### src/verilog/prot_defs.svh
// register offsets, field positions, reset values of the protection frame
`ifndef PROT_DEFS_SVH
`define PROT_DEFS_SVH

// byte offsets on the apb bus
`define PROT_CTRL_OFS      12'h000
`define PROT_SUPERV_OFS    12'h004
`define PROT_SINGLE_OFS    12'h008
`define PROT_GROUND_OFS    12'h00c
`define PROT_STATUS_OFS    12'h010
`define PROT_IRQ_STAT_OFS  12'h014
`define PROT_IRQ_MASK_OFS  12'h018
`define PROT_STAGE_OFS     12'h01c
`define PROT_MAP_BASE      12'h020
`define PROT_DELAY_BASE    12'h040
`define PROT_DELAY_END     12'h080

// control register fields
`define PROT_CTRL_FUNC_BIT 0
`define PROT_CTRL_XBLK_BIT 1
`define PROT_CTRL_PINH_BIT 2
`define PROT_CTRL_XINH_BIT 3

// interrupt status and mask fields
`define PROT_IRQ_ALARM_BIT 0
`define PROT_IRQ_TRIP_BIT  1
`define PROT_IRQ_GND_BIT   2
`define PROT_IRQ_CMD_BIT   3

// reset values
`define PROT_CTRL_RST      4'h1
`define PROT_DELAY_RST     16'h0010

`endif

### src/verilog/prot_pkg.sv
// types shared by the protection frame and its users
package prot_pkg;

	// global protection settings
	typedef struct packed {
		logic ext_inhibit_feature;
		logic permanent_command_inhibit;
		logic external_block_feature;
		logic function_en;
	} ctrl_t;

	// collective signals of the frame
	typedef struct packed {
		logic       general_alarm;
		logic       general_trip;
		logic       ground_alarm;
		logic [2:0] phase_alarm;
		logic [2:0] phase_trip;
	} collective_t;

	// interrupt events
	typedef struct packed {
		logic command;
		logic ground;
		logic trip;
		logic alarm;
	} irq_t;

	// external blocking inputs, asynchronous to pclk
	typedef struct packed {
		logic external_block_in_a;
		logic external_block_in_b;
		logic external_command_inhibit_in;
	} block_in_t;

endpackage

### src/verilog/protection_alarm_trip_aggregator.sv
// protection master frame: stage timers, collective alarms and trips, command gating
//
// Design decisions made here: the register addresses and the APB interface to the registers.
`timescale 1ns/1ps
`include "prot_defs.svh"

// Overview of operation
// - function inactive or frame blocked disables every alarm, trip and command.
// - with external block feature on, either block input blocks all protection.
// - permanent command inhibit suppresses commands, alarms and trips still run.
// - with inhibit feature on, the inhibit input suppresses all commands.
// - each stage raises its alarm as soon as its fault criterion appears.
// - general alarm is the OR of all reporting stage alarms.
// - stage trips only if fault persists once its delay timer expired.
// - general trip is the OR of all reporting stage trips.
// - a tripping stage issues its command unless commands are inhibited.
// - commands and their inhibit exist only for non supervision stages.
// - a breaker opens only on commands assigned to its trip manager.
// - per phase general alarm is the OR of that phase's stage alarms.
// - per phase general trip is the OR of that phase's stage trips.
// - only single phase capable, non supervision stages feed phase signals.
// - alarms from ground stages also raise the collective ground alarm.
// - supervision only stages feed nothing into the collective signals.
// - supervision only stages never operate any breaker.
module protection_alarm_trip_aggregator #(
	parameter int NSTAGE = 8,
	parameter int NBRK   = 2
) (
	// clock and reset
	input  wire logic                            pclk,
	input  wire logic                            presetn,
	// apb slave
	input  wire logic                            psel,
	input  wire logic                            penable,
	input  wire logic                            pwrite,
	input  wire logic [11:0]                     paddr,
	input  wire logic [31:0]                     pwdata,
	output logic      [31:0]                     prdata,
	output logic                                 pready,
	output logic                                 pslverr,
	// stage fault criteria per phase, same clock
	input  wire logic [NSTAGE-1:0][2:0]          fault_phase,
	// external blocking pins
	input  wire prot_pkg::block_in_t             block_in,
	// stage results
	output logic      [NSTAGE-1:0]               stage_alarm,
	output logic      [NSTAGE-1:0]               stage_trip,
	output logic      [NSTAGE-1:0]               stage_open_command,
	// collective signals and breakers
	output prot_pkg::collective_t                collective,
	output logic      [NBRK-1:0]                 breaker_open,
	output logic                                 irq
);
	import prot_pkg::*;

	typedef struct packed {
		block_in_t                    sync1;
		block_in_t                    sync2;
		ctrl_t                        ctrl;
		logic [NSTAGE-1:0]            superv;
		logic [NSTAGE-1:0]            single_phase;
		logic [NSTAGE-1:0]            ground;
		logic [NBRK-1:0][NSTAGE-1:0]  brk_map;
		logic [NSTAGE-1:0][15:0]      delay;
		logic [NSTAGE-1:0][15:0]      timer;
		logic [NSTAGE-1:0]            alarm;
		logic [NSTAGE-1:0]            trip;
		logic [NSTAGE-1:0]            cmd;
		logic [NSTAGE-1:0][2:0]       ph_alarm;
		logic [NSTAGE-1:0][2:0]       ph_trip;
		collective_t                  coll;
		logic [NBRK-1:0]              brk_open;
		irq_t                         irq_stat;
		irq_t                         irq_mask;
		logic                         irq;
		logic [31:0]                  prdata;
		logic                         pslverr;
	} state_t;

	state_t st;
	state_t next_st;

	// live conditions derived from registered state, the stage fault inputs and the apb bus
	logic              prot_active;
	logic              cmd_inhibit;
	logic [NSTAGE-1:0] fault_any;
	logic [NSTAGE-1:0] expired;
	logic [NSTAGE-1:0] reporting;
	logic [NSTAGE-1:0] phase_rep;
	logic              setup;
	logic              wr;
	irq_t              irq_event;

	// frame disabled by setting or by external block
	assign prot_active = st.ctrl.function_en &
		~(st.ctrl.external_block_feature &
		(st.sync2.external_block_in_a | st.sync2.external_block_in_b));
	assign cmd_inhibit = st.ctrl.permanent_command_inhibit |
		(st.ctrl.ext_inhibit_feature & st.sync2.external_command_inhibit_in);
	assign reporting = ~st.superv;
	assign phase_rep = st.single_phase & ~st.superv;
	assign setup     = psel & ~penable;
	assign wr        = psel & penable & pwrite;

	// per stage fault and timer expiry
	always_comb begin
		for (int s = 0; s < NSTAGE; s++) begin
			fault_any[s] = |fault_phase[s];
			expired[s]   = st.timer[s] >= st.delay[s];
		end
	end

	// next state: stages, collectives, interrupts, registers
	always_comb begin
		next_st = st;
		// blocking pins pass two flops before use
		next_st.sync1 = block_in;
		next_st.sync2 = st.sync1;

		// stage timers restart whenever fault drops or frame is disabled
		for (int s = 0; s < NSTAGE; s++) begin
			if (!prot_active || !fault_any[s]) begin
				next_st.timer[s] = 16'h0000;
			end else if (!expired[s]) begin
				next_st.timer[s] = st.timer[s] + 16'h0001;
			end
			next_st.alarm[s]    = prot_active & fault_any[s];
			next_st.ph_alarm[s] = prot_active ? fault_phase[s] : 3'h0;
			next_st.trip[s]     = prot_active & fault_any[s] & expired[s];
			next_st.ph_trip[s]  = (prot_active & expired[s]) ? fault_phase[s] : 3'h0;
		end

		// commands only from protection stages that trip, unless inhibited
		next_st.cmd = st.trip & reporting & {NSTAGE{~cmd_inhibit & prot_active}};

		// collective signals from reporting stages only
		next_st.coll.general_alarm = |(st.alarm & reporting);
		next_st.coll.general_trip  = |(st.trip & reporting);
		next_st.coll.ground_alarm  = |(st.alarm & st.ground & reporting);
		for (int p = 0; p < 3; p++) begin
			next_st.coll.phase_alarm[p] = 1'b0;
			next_st.coll.phase_trip[p]  = 1'b0;
			for (int s = 0; s < NSTAGE; s++) begin
				next_st.coll.phase_alarm[p] |= st.ph_alarm[s][p] & phase_rep[s];
				next_st.coll.phase_trip[p]  |= st.ph_trip[s][p] & phase_rep[s];
			end
		end

		// each breaker's trip manager takes only its assigned commands
		for (int b = 0; b < NBRK; b++) begin
			next_st.brk_open[b] = |(st.cmd & st.brk_map[b]);
		end

		// rising general alarm, general trip, ground alarm and first command are interrupt events
		irq_event.alarm   = next_st.coll.general_alarm & ~st.coll.general_alarm;
		irq_event.trip    = next_st.coll.general_trip & ~st.coll.general_trip;
		irq_event.ground  = next_st.coll.ground_alarm & ~st.coll.ground_alarm;
		irq_event.command = (|next_st.cmd) & ~(|st.cmd);

		// register writes, taken in the access phase
		if (wr) begin
			unique case (paddr)
				`PROT_CTRL_OFS: begin
					next_st.ctrl.function_en               = pwdata[`PROT_CTRL_FUNC_BIT];
					next_st.ctrl.external_block_feature    = pwdata[`PROT_CTRL_XBLK_BIT];
					next_st.ctrl.permanent_command_inhibit = pwdata[`PROT_CTRL_PINH_BIT];
					next_st.ctrl.ext_inhibit_feature       = pwdata[`PROT_CTRL_XINH_BIT];
				end
				`PROT_SUPERV_OFS: next_st.superv       = pwdata[NSTAGE-1:0];
				`PROT_SINGLE_OFS: next_st.single_phase = pwdata[NSTAGE-1:0];
				`PROT_GROUND_OFS: next_st.ground       = pwdata[NSTAGE-1:0];
				`PROT_IRQ_MASK_OFS: next_st.irq_mask   = irq_t'(pwdata[3:0]);
				default: begin
					for (int b = 0; b < NBRK; b++) begin
						if (paddr == `PROT_MAP_BASE + 12'(4 * b)) begin
							next_st.brk_map[b] = pwdata[NSTAGE-1:0];
						end
					end
					for (int s = 0; s < NSTAGE; s++) begin
						if (paddr == `PROT_DELAY_BASE + 12'(4 * s)) begin
							next_st.delay[s] = pwdata[15:0];
						end
					end
				end
			endcase
		end

		// sticky status, write one to clear, a new event wins over the clear
		next_st.irq_stat = st.irq_stat;
		if (wr && paddr == `PROT_IRQ_STAT_OFS) begin
			next_st.irq_stat = irq_t'(st.irq_stat & ~pwdata[3:0]);
		end
		next_st.irq_stat = irq_t'(next_st.irq_stat | irq_event);
		next_st.irq      = |(next_st.irq_stat & next_st.irq_mask);

		// read data prepared in the setup phase so it comes from flops
		next_st.prdata  = 32'h0000_0000;
		next_st.pslverr = 1'b0;
		if (setup) begin
			unique case (paddr)
				`PROT_CTRL_OFS:     next_st.prdata[3:0] = st.ctrl;
				`PROT_SUPERV_OFS:   next_st.prdata[NSTAGE-1:0] = st.superv;
				`PROT_SINGLE_OFS:   next_st.prdata[NSTAGE-1:0] = st.single_phase;
				`PROT_GROUND_OFS:   next_st.prdata[NSTAGE-1:0] = st.ground;
				`PROT_STATUS_OFS:   next_st.prdata[10:0] = {cmd_inhibit, prot_active,
					st.coll.phase_trip, st.coll.phase_alarm, st.coll.ground_alarm,
					st.coll.general_trip, st.coll.general_alarm};
				`PROT_IRQ_STAT_OFS: next_st.prdata[3:0] = st.irq_stat;
				`PROT_IRQ_MASK_OFS: next_st.prdata[3:0] = st.irq_mask;
				`PROT_STAGE_OFS: begin
					next_st.prdata[NSTAGE-1:0]     = st.alarm;
					next_st.prdata[NSTAGE+15:16]   = st.trip;
				end
				default: begin
					next_st.pslverr = 1'b1;
					for (int b = 0; b < NBRK; b++) begin
						if (paddr == `PROT_MAP_BASE + 12'(4 * b)) begin
							next_st.prdata[NSTAGE-1:0] = st.brk_map[b];
							next_st.pslverr = 1'b0;
						end
					end
					for (int s = 0; s < NSTAGE; s++) begin
						if (paddr == `PROT_DELAY_BASE + 12'(4 * s)) begin
							next_st.prdata[15:0] = st.delay[s];
							next_st.pslverr = 1'b0;
						end
					end
				end
			endcase
		end else if (psel) begin
			// hold the answer through the access phase
			next_st.prdata  = st.prdata;
			next_st.pslverr = st.pslverr;
		end
	end

	// single state register, constants only under reset
	always_ff @(posedge pclk or negedge presetn) begin
		if (!presetn) begin
			st              <= '0;
			st.ctrl         <= ctrl_t'(`PROT_CTRL_RST);
			st.delay        <= {NSTAGE{`PROT_DELAY_RST}};
		end else begin
			st <= next_st;
		end
	end

	// outputs straight from flops, pslverr gated by psel and penable; slave is always ready
	assign pready             = 1'b1;
	assign prdata             = st.prdata;
	assign pslverr            = st.pslverr & psel & penable;
	assign stage_alarm        = st.alarm;
	assign stage_trip         = st.trip;
	assign stage_open_command = st.cmd;
	assign collective         = st.coll;
	assign breaker_open       = st.brk_open;
	assign irq                = st.irq;

	// helper history for the checks
	logic [NSTAGE-1:0] alarm_cause;
	logic [NSTAGE-1:0] trip_cause;
	logic [NSTAGE-1:0] cmd_cause;
	logic              ground_cause;
	assign alarm_cause  = fault_any & {NSTAGE{prot_active}};
	assign trip_cause   = fault_any & expired & {NSTAGE{prot_active}};
	assign cmd_cause    = st.trip & reporting & {NSTAGE{~cmd_inhibit & prot_active}};
	assign ground_cause = |(st.alarm & st.ground & reporting);

	a_disable_quiet: assert property (@(posedge pclk) disable iff (!presetn)
		!prot_active |=> (st.alarm == '0 && st.trip == '0 ##1 st.cmd == '0))
		else $error("protection disabled yet a stage raised alarm, trip or command");

	a_ext_block: assert property (@(posedge pclk) disable iff (!presetn)
		(st.ctrl.external_block_feature && st.ctrl.function_en &&
		(st.sync2.external_block_in_a || st.sync2.external_block_in_b)) |=> st.alarm == '0)
		else $error("external block asserted but alarms not blocked");

	a_cmd_inhibit: assert property (@(posedge pclk) disable iff (!presetn)
		cmd_inhibit |=> st.cmd == '0)
		else $error("command issued while commands are inhibited");

	a_alarm_follows: assert property (@(posedge pclk) disable iff (!presetn)
		1'b1 |=> st.alarm == $past(alarm_cause))
		else $error("stage alarm does not follow its fault criterion");

	a_trip_timer: assert property (@(posedge pclk) disable iff (!presetn)
		1'b1 |=> st.trip == $past(trip_cause))
		else $error("stage trip without expired timer and live fault");

	a_timer_restart: assert property (@(posedge pclk) disable iff (!presetn)
		(!fault_any[0]) |=> st.timer[0] == 16'h0000)
		else $error("stage timer not restarted after fault dropped");

	a_general_sum: assert property (@(posedge pclk) disable iff (!presetn)
		$rose(st.coll.general_trip) |-> $past(|st.trip) && $past(st.coll.general_alarm || |st.alarm))
		else $error("general trip rose without a reporting stage trip");

	a_cmd_gate: assert property (@(posedge pclk) disable iff (!presetn)
		1'b1 |=> st.cmd == $past(cmd_cause))
		else $error("stage command differs from gated stage trip");

	a_breaker_map: assert property (@(posedge pclk) disable iff (!presetn)
		st.brk_open[0] |-> $past(|(st.cmd & st.brk_map[0])))
		else $error("breaker opened without an assigned command");

	a_ground_alarm: assert property (@(posedge pclk) disable iff (!presetn)
		ground_cause |=> st.coll.ground_alarm)
		else $error("ground stage alarm did not raise ground collective");

	a_phase_alarm: assert property (@(posedge pclk) disable iff (!presetn)
		st.coll.phase_alarm[0] |-> $past(|(phase_rep & st.alarm)))
		else $error("phase alarm without a reporting single phase stage");

	// phase a share of every stage, one bit per stage so the phase checks stay short
	logic [NSTAGE-1:0] phase_a_alarm;
	always_comb begin
		for (int s = 0; s < NSTAGE; s++) begin
			phase_a_alarm[s] = st.ph_alarm[s][0];
		end
	end

	a_phase_alarm_set: assert property (@(posedge pclk) disable iff (!presetn)
		|(phase_a_alarm & phase_rep) |=> st.coll.phase_alarm[0])
		else $error("phase a stage alarm did not raise the phase a collective");

	a_phase_trip: assert property (@(posedge pclk) disable iff (!presetn)
		st.coll.phase_trip[0] |-> $past(|(phase_rep & st.trip)))
		else $error("phase trip without a reporting single phase stage trip");

	a_general_alarm: assert property (@(posedge pclk) disable iff (!presetn)
		|(st.alarm & ~st.superv) |=> st.coll.general_alarm)
		else $error("reporting stage alarm did not raise the general alarm");

	a_alarm_source: assert property (@(posedge pclk) disable iff (!presetn)
		st.coll.general_alarm |-> $past(|(st.alarm & ~st.superv)))
		else $error("general alarm without a reporting stage alarm");

	a_general_trip: assert property (@(posedge pclk) disable iff (!presetn)
		|(st.trip & ~st.superv) |=> st.coll.general_trip)
		else $error("reporting stage trip did not raise the general trip");

	a_trip_source: assert property (@(posedge pclk) disable iff (!presetn)
		st.coll.general_trip |-> $past(|(st.trip & ~st.superv)))
		else $error("general trip without a reporting stage trip");

	a_superv_no_cmd: assert property (@(posedge pclk) disable iff (!presetn)
		1'b1 |=> (st.cmd & $past(st.superv)) == '0)
		else $error("supervision only stage issued a command");

	a_cmd_needs_trip: assert property (@(posedge pclk) disable iff (!presetn)
		st.cmd != '0 |-> $past(st.trip != '0) && $past(!cmd_inhibit))
		else $error("command without a stage trip or while inhibited");

	a_breaker_cause: assert property (@(posedge pclk) disable iff (!presetn)
		|(st.cmd & st.brk_map[0]) |=> st.brk_open[0])
		else $error("assigned command did not open its breaker");

	a_ground_source: assert property (@(posedge pclk) disable iff (!presetn)
		st.coll.ground_alarm |-> $past(ground_cause))
		else $error("ground collective without a reporting ground stage alarm");

	a_trip_has_alarm: assert property (@(posedge pclk) disable iff (!presetn)
		st.trip != '0 |-> (st.trip & ~st.alarm) == '0)
		else $error("stage trip without its own alarm");

	a_inhibit_keeps: assert property (@(posedge pclk) disable iff (!presetn)
		(cmd_inhibit && prot_active && fault_any != '0) |=> st.alarm != '0)
		else $error("command inhibit also suppressed the alarms");

	a_timer_count: assert property (@(posedge pclk) disable iff (!presetn)
		(prot_active && fault_any[0] && !expired[0]) |=>
		st.timer[0] == $past(st.timer[0]) + 16'h0001)
		else $error("stage timer did not advance while the fault lasted");

	a_timer_hold: assert property (@(posedge pclk) disable iff (!presetn)
		(prot_active && fault_any[0] && expired[0]) |=> st.timer[0] == $past(st.timer[0]))
		else $error("stage timer moved after it expired");

endmodule

### config.mk
export PLATFORM = sky130hd
export DESIGN_NAME = protection_alarm_trip_aggregator
export DESIGN_NICKNAME = d
export VERILOG_FILES = /design/src/verilog/prot_pkg.sv /design/src/verilog/protection_alarm_trip_aggregator.sv
export VERILOG_INCLUDE_DIRS = /design/src /design/src/verilog
export SDC_FILE = /design/constraint.sdc
export NUM_CORES = 1
export LEC_CHECK = 0
export BUFFER_PORTS_ARGS = -buffer_cell sky130_fd_sc_hd__clkbuf_2
export CORE_MARGIN = 2
export CORE_UTILIZATION = 55
export CTS_BUF_LIST = sky130_fd_sc_hd__clkbuf_8
export CTS_CLUSTER_DIAMETER = 100
export DETAILED_ROUTE_END_ITERATION = 8
export GPL_TIMING_DRIVEN = 0
export PLACE_DENSITY = 0.83
export SLEW_MARGIN = 20
export SYNTH_ARGS = -nofsm -noshare
export SYNTH_HDL_FRONTEND = slang
export SYNTH_SLANG_ARGS = --single-unit
### constraint.sdc
create_clock -name pclk -period 6.3 [get_ports pclk]
set_input_delay 0.63 -clock pclk [delete_from_list [all_inputs] [get_ports pclk]]
set_output_delay 0.63 -clock pclk [all_outputs]
set_load 0.005 [all_outputs]
After elaboration in Yosys (flattened, before gate mapping)
Cells that the tools add are included.

storage, ports and cells
  bits in registers = 431
  input bits = 76
  logic and storage cells = 366

operators by class
  $add $sub $neg = 8
  order comparisons = 8
  equality and inequality tests = 26
  muxes and demuxes = 54
  bitwise operators = 150
  reductions and logical operators = 53

operator list
  operator                                         count
  two-way mux 16 bit                               16
  two-way mux 17 bit                               8
  adder 16 x 1 -> 16 bit (second input constant)   8
  greater-or-equal comparator 16 bit               8
  == test 12 x 7 -> 1 bit (second input constant)  8
  AND 1 bit                                        85
  AND 8 bit                                        8
  OR reduction 8 bit                               8
  == test 12 x 5 -> 1 bit (second input constant)  4
  two-way mux 3 bit                                16
  OR 1 bit                                         44
  two-way mux 33 bit                               1
  case mux 4 bit (8 select lines)                  1
  AND reduction 3 bit                              10
  OR reduction 3 bit                               9
  two-way mux 25 bit                               1
  == test 12 x 4 -> 1 bit (second input constant)  2
  == test 12 x 6 -> 1 bit (second input constant)  2
  case mux 4 bit (6 select lines)                  1
  two-way mux 9 bit                                2
  != test 2 x 1 -> 1 bit (second input constant)   9
  two-way mux 8 bit                                2
  == test 12 x 3 -> 1 bit (second input constant)  1
  zero test 12 bit                                 1
  16 further kinds                                 44

Longest topological paths before layout
  depth in word-level cells = 13
  mapped depth = 10
  mapped depth without buffers = 8

Least setup slack after synthesis
Ideal clock, no wire load.

  kind = input -> register
  start point = input paddr[11]
  end point = register st[325] (netlist bit)
  arrival = 2.383 ns
  data required time = 6.175 ns
  slack = 3.792 ns
  stages = 7
  cells stage by stage = nor4_4 -> and2_1 -> buf_2 -> nand2_2 -> nor3_2 -> buf_2 -> mux2_2

between the ends
  word-level cells in the longest chain between the ends = 4

RTL lines
  item                                                   line                                     text
  start, declared                                        protection_alarm_trip_aggregator.sv:36   input wire logic [11:0] paddr,
  == test 12 x 5 -> 1 bit, or another cell as far along  protection_alarm_trip_aggregator.sv:162  unique case (paddr)
  OR reduction 5 bit (no source line)                    --
  NOT 1 bit (no source line)                             --
  AND reduction 3 bit (no source line) *                 --
  end signal, assigned                                   protection_alarm_trip_aggregator.sv:244  st <= next_st;
  end, declared                                          protection_alarm_trip_aggregator.sv:80   state_t st;

Every way passes the cells marked *; elsewhere a longest branch is shown, timed or not.
A chain may end at the register's enable or synchronous reset.

==> metrics.yaml <==
clock_latency_ps: 670
num_rows: 75
cts_buffers: 73
synth_top_area_cell: "dfrtp_1"
dp_hpwl_um: 56900
ir_drop_uv: 175
dieWidth_um: 210
finalInstanceArea_mm2: 0.0264
drc_errors: 0
grt_pass1_vias: 20100
place_ws_ps: 2510
vias: 20000
ys.warnings.count: 0
avgSynthCellArea_um2: 10.2
ys_seq_elements: 423
tightestPinTransition_ps: 1120
start_kind: "register"
synth_top_area_share_pct: 44.2
power_density_mw_per_mm2: 212
finalSetupViolations: 0
drive_gt1_share_pct: 21.1
io_buffers: 118
placed_cells: 2974
grt_usage_pct: 35.1
drt-pass1-iter-count: 7
post_cts_buffers: 0
wire_per_inst_um: 24.6
layout_min_cycle_time_ps: 3330
status: "finished, final reports clean"
crit_arrival_ps: 3880
report.final.slew_viol_count: 0
drt_wl_total_um: 76600
finalHoldViolCount: 0
cts_tree: "built"
critical_path_class: "reg -> reg"
drt_iter0_drc: 2402
required_ps: 6850
fmax_mhz: 300
setup_slack_ps: 2970
syn_to_final_growth_pct: 12.7
path_clk_slew_ps: 60
cts_hold_buf: 1
total_power_mw: 5.60
drv_cap: 0
synth_common_cells: "dfrtp_1, nand2_1, mux2_2"
skew_ps: 29.2
relSlewSlack_pct: 24.7
syn_area_mm2: 0.0234
root_buffer: "clkbuf_8"
synth.most_common_cell: "dfrtp_1"
async_flop_share_pct: 100
placed_cell_area_mm2: 0.0249
fin_crit_sh_pct: 52.9
synth_flop_cell: "dfrtp_1"
die_area_mm2: 0.0443
ios: 146
final_core_util_pct: 62.8
die_h_um: 210
multi_input_area_mm2: 0.0114
clock_sinks: 423
ys_types: 75
layout.nets: 2723
antenna_left: 0
viasPerCell: 6.45
end_kind: "register"
netlist_instances: 2304
routabilityCongestion: 1.02
seq_area_mm2: 0.0106
post_cts_resized: 0
worstPathMaxFanout: 10
hold_class: "in -> reg"
synth_area_leaders: "dfrtp_1, mux2_2, ha_1, a21oi_1, nand2_1"
cts_max_path_buffers: 3
grt_start_max_net_pins: 97
final_cell_count_no_fill: 3110
fillCellCount: 3330
seq_area_frac_synth_pct: 45.2
h-tree-depth: 3
grt.overflow.total: 0
rsz0062_at_grt: "no"
core_area_mm2: 0.0420
antenna_found_initial: 3
synth-edff-count: 0
grt_pass1_wl_um: 117000
initial_core_util_pct: 55.7
leakage_nw: 12.4
metal layers:
metal / vias up / routed length (um) / track usage [%]
met5: - / 0 / 0
met1: 9895 / 30800 / 46.8
met3: 218 / 7580 / 8.18
li1: 8766 / - / -
met4: 0 / 3720 / 17.1
met2: 1169 / 34500 / 54.5
critical path: stages (launching register included):
cell      delay [ps]
dfrtp_1          480
ha_1             340
nand2_1           50
o21ai_0          150
a31oi_1          110
o31ai_1          730
clkbuf_1         380
clkbuf_1         620
and2_1           350
cell usage in the layout, fill, tap and decap left out, types with 16 or more instances in the layout:
cell type and instances:
dfrtp_1 414, inv_1 189, nand2_1 174, mux2_2 170
a21oi_1 144, ha_1 136, clkbuf_2 117, o21ai_0 109
clkbuf_8 91, and3_1 83, nor2_1 82, buf_4 70
clkbuf_1 62, nand3_1 60, or4_1 56, o211ai_1 44
mux2i_1 42, a22oi_1 37, o31ai_1 36, nor2b_1 33
nand4_1 32, or3_1 32, and2_1 20, nor4_1 20
buf_2 19, nand2b_1 19, a31oi_1 18, a22o_1 17
buf_1 16
worst paths after layout:
kind	depth (start not counted)	startpoint	slack, ps	end
worst max-delay path	8	st[223]	2970	stage_trip[6]
worst min-delay path	1	block_in[1]	70	next_st[426]
worst max register to register	8	st[223]	2970	stage_trip[6]
worst min register to register	0	next_st[426]	360	st[426]
max in group asynchronous	4	presetn	4360	st[369]
min in group asynchronous	2	presetn	540	st[138]
per-stage QoR:
stage | setup TNS [ps] | hold slack (ps)
2_1_floorplan | 0 | 331
3_3_place_gp | -1862010 | 333
3_5_place_dp | 0 | 342
4_1_cts | 0 | 37.4
5_1_grt | 0 | 58.9
6_report | 0 | 73.7
power by group:
group / leakage [nW] / internal, mW / switching (mW)
clock: 0.877 / 1.42 / 1.18
combinational: 5.67 / 0.0581 / 0.208
sequential: 5.84 / 2.72 / 0.00316
cell type report:
class | count | area share, %
antenna | 1 | 0.00947
buffer | 167 | 3.49
clock buffer | 90 | 4.69
clock inverter | 44 | 1.06
inverter | 163 | 2.32
multi-input combinational | 1558 | 43.0
sequential | 423 | 40.1
tap | 539 | 2.55
timing repair buffer | 125 | 2.78
state kept, by name (all words and copies together), names as in the netlist:
register / count
irq: 1
stage_alarm: 8
collective: 9
next_st: 3
breaker_open: 2
stage_open_command: 8
stage_trip: 8
st: 352
phase_a_alarm: 8
prdata: 24
cells by family after synthesis:
group,count (synthesis),synth area share (%)
and+or+nand+nor,663,15.5
AOI/OAI and AO/OA,499,13.6
DFF,423,45.2
buffers and inverters,330,6.54
muxes,226,11.0
adders and majority gates,136,7.26
xor gates and xnor gates,25,0.934
other,2,0.0320
Power figures use the tool's default switching activity.
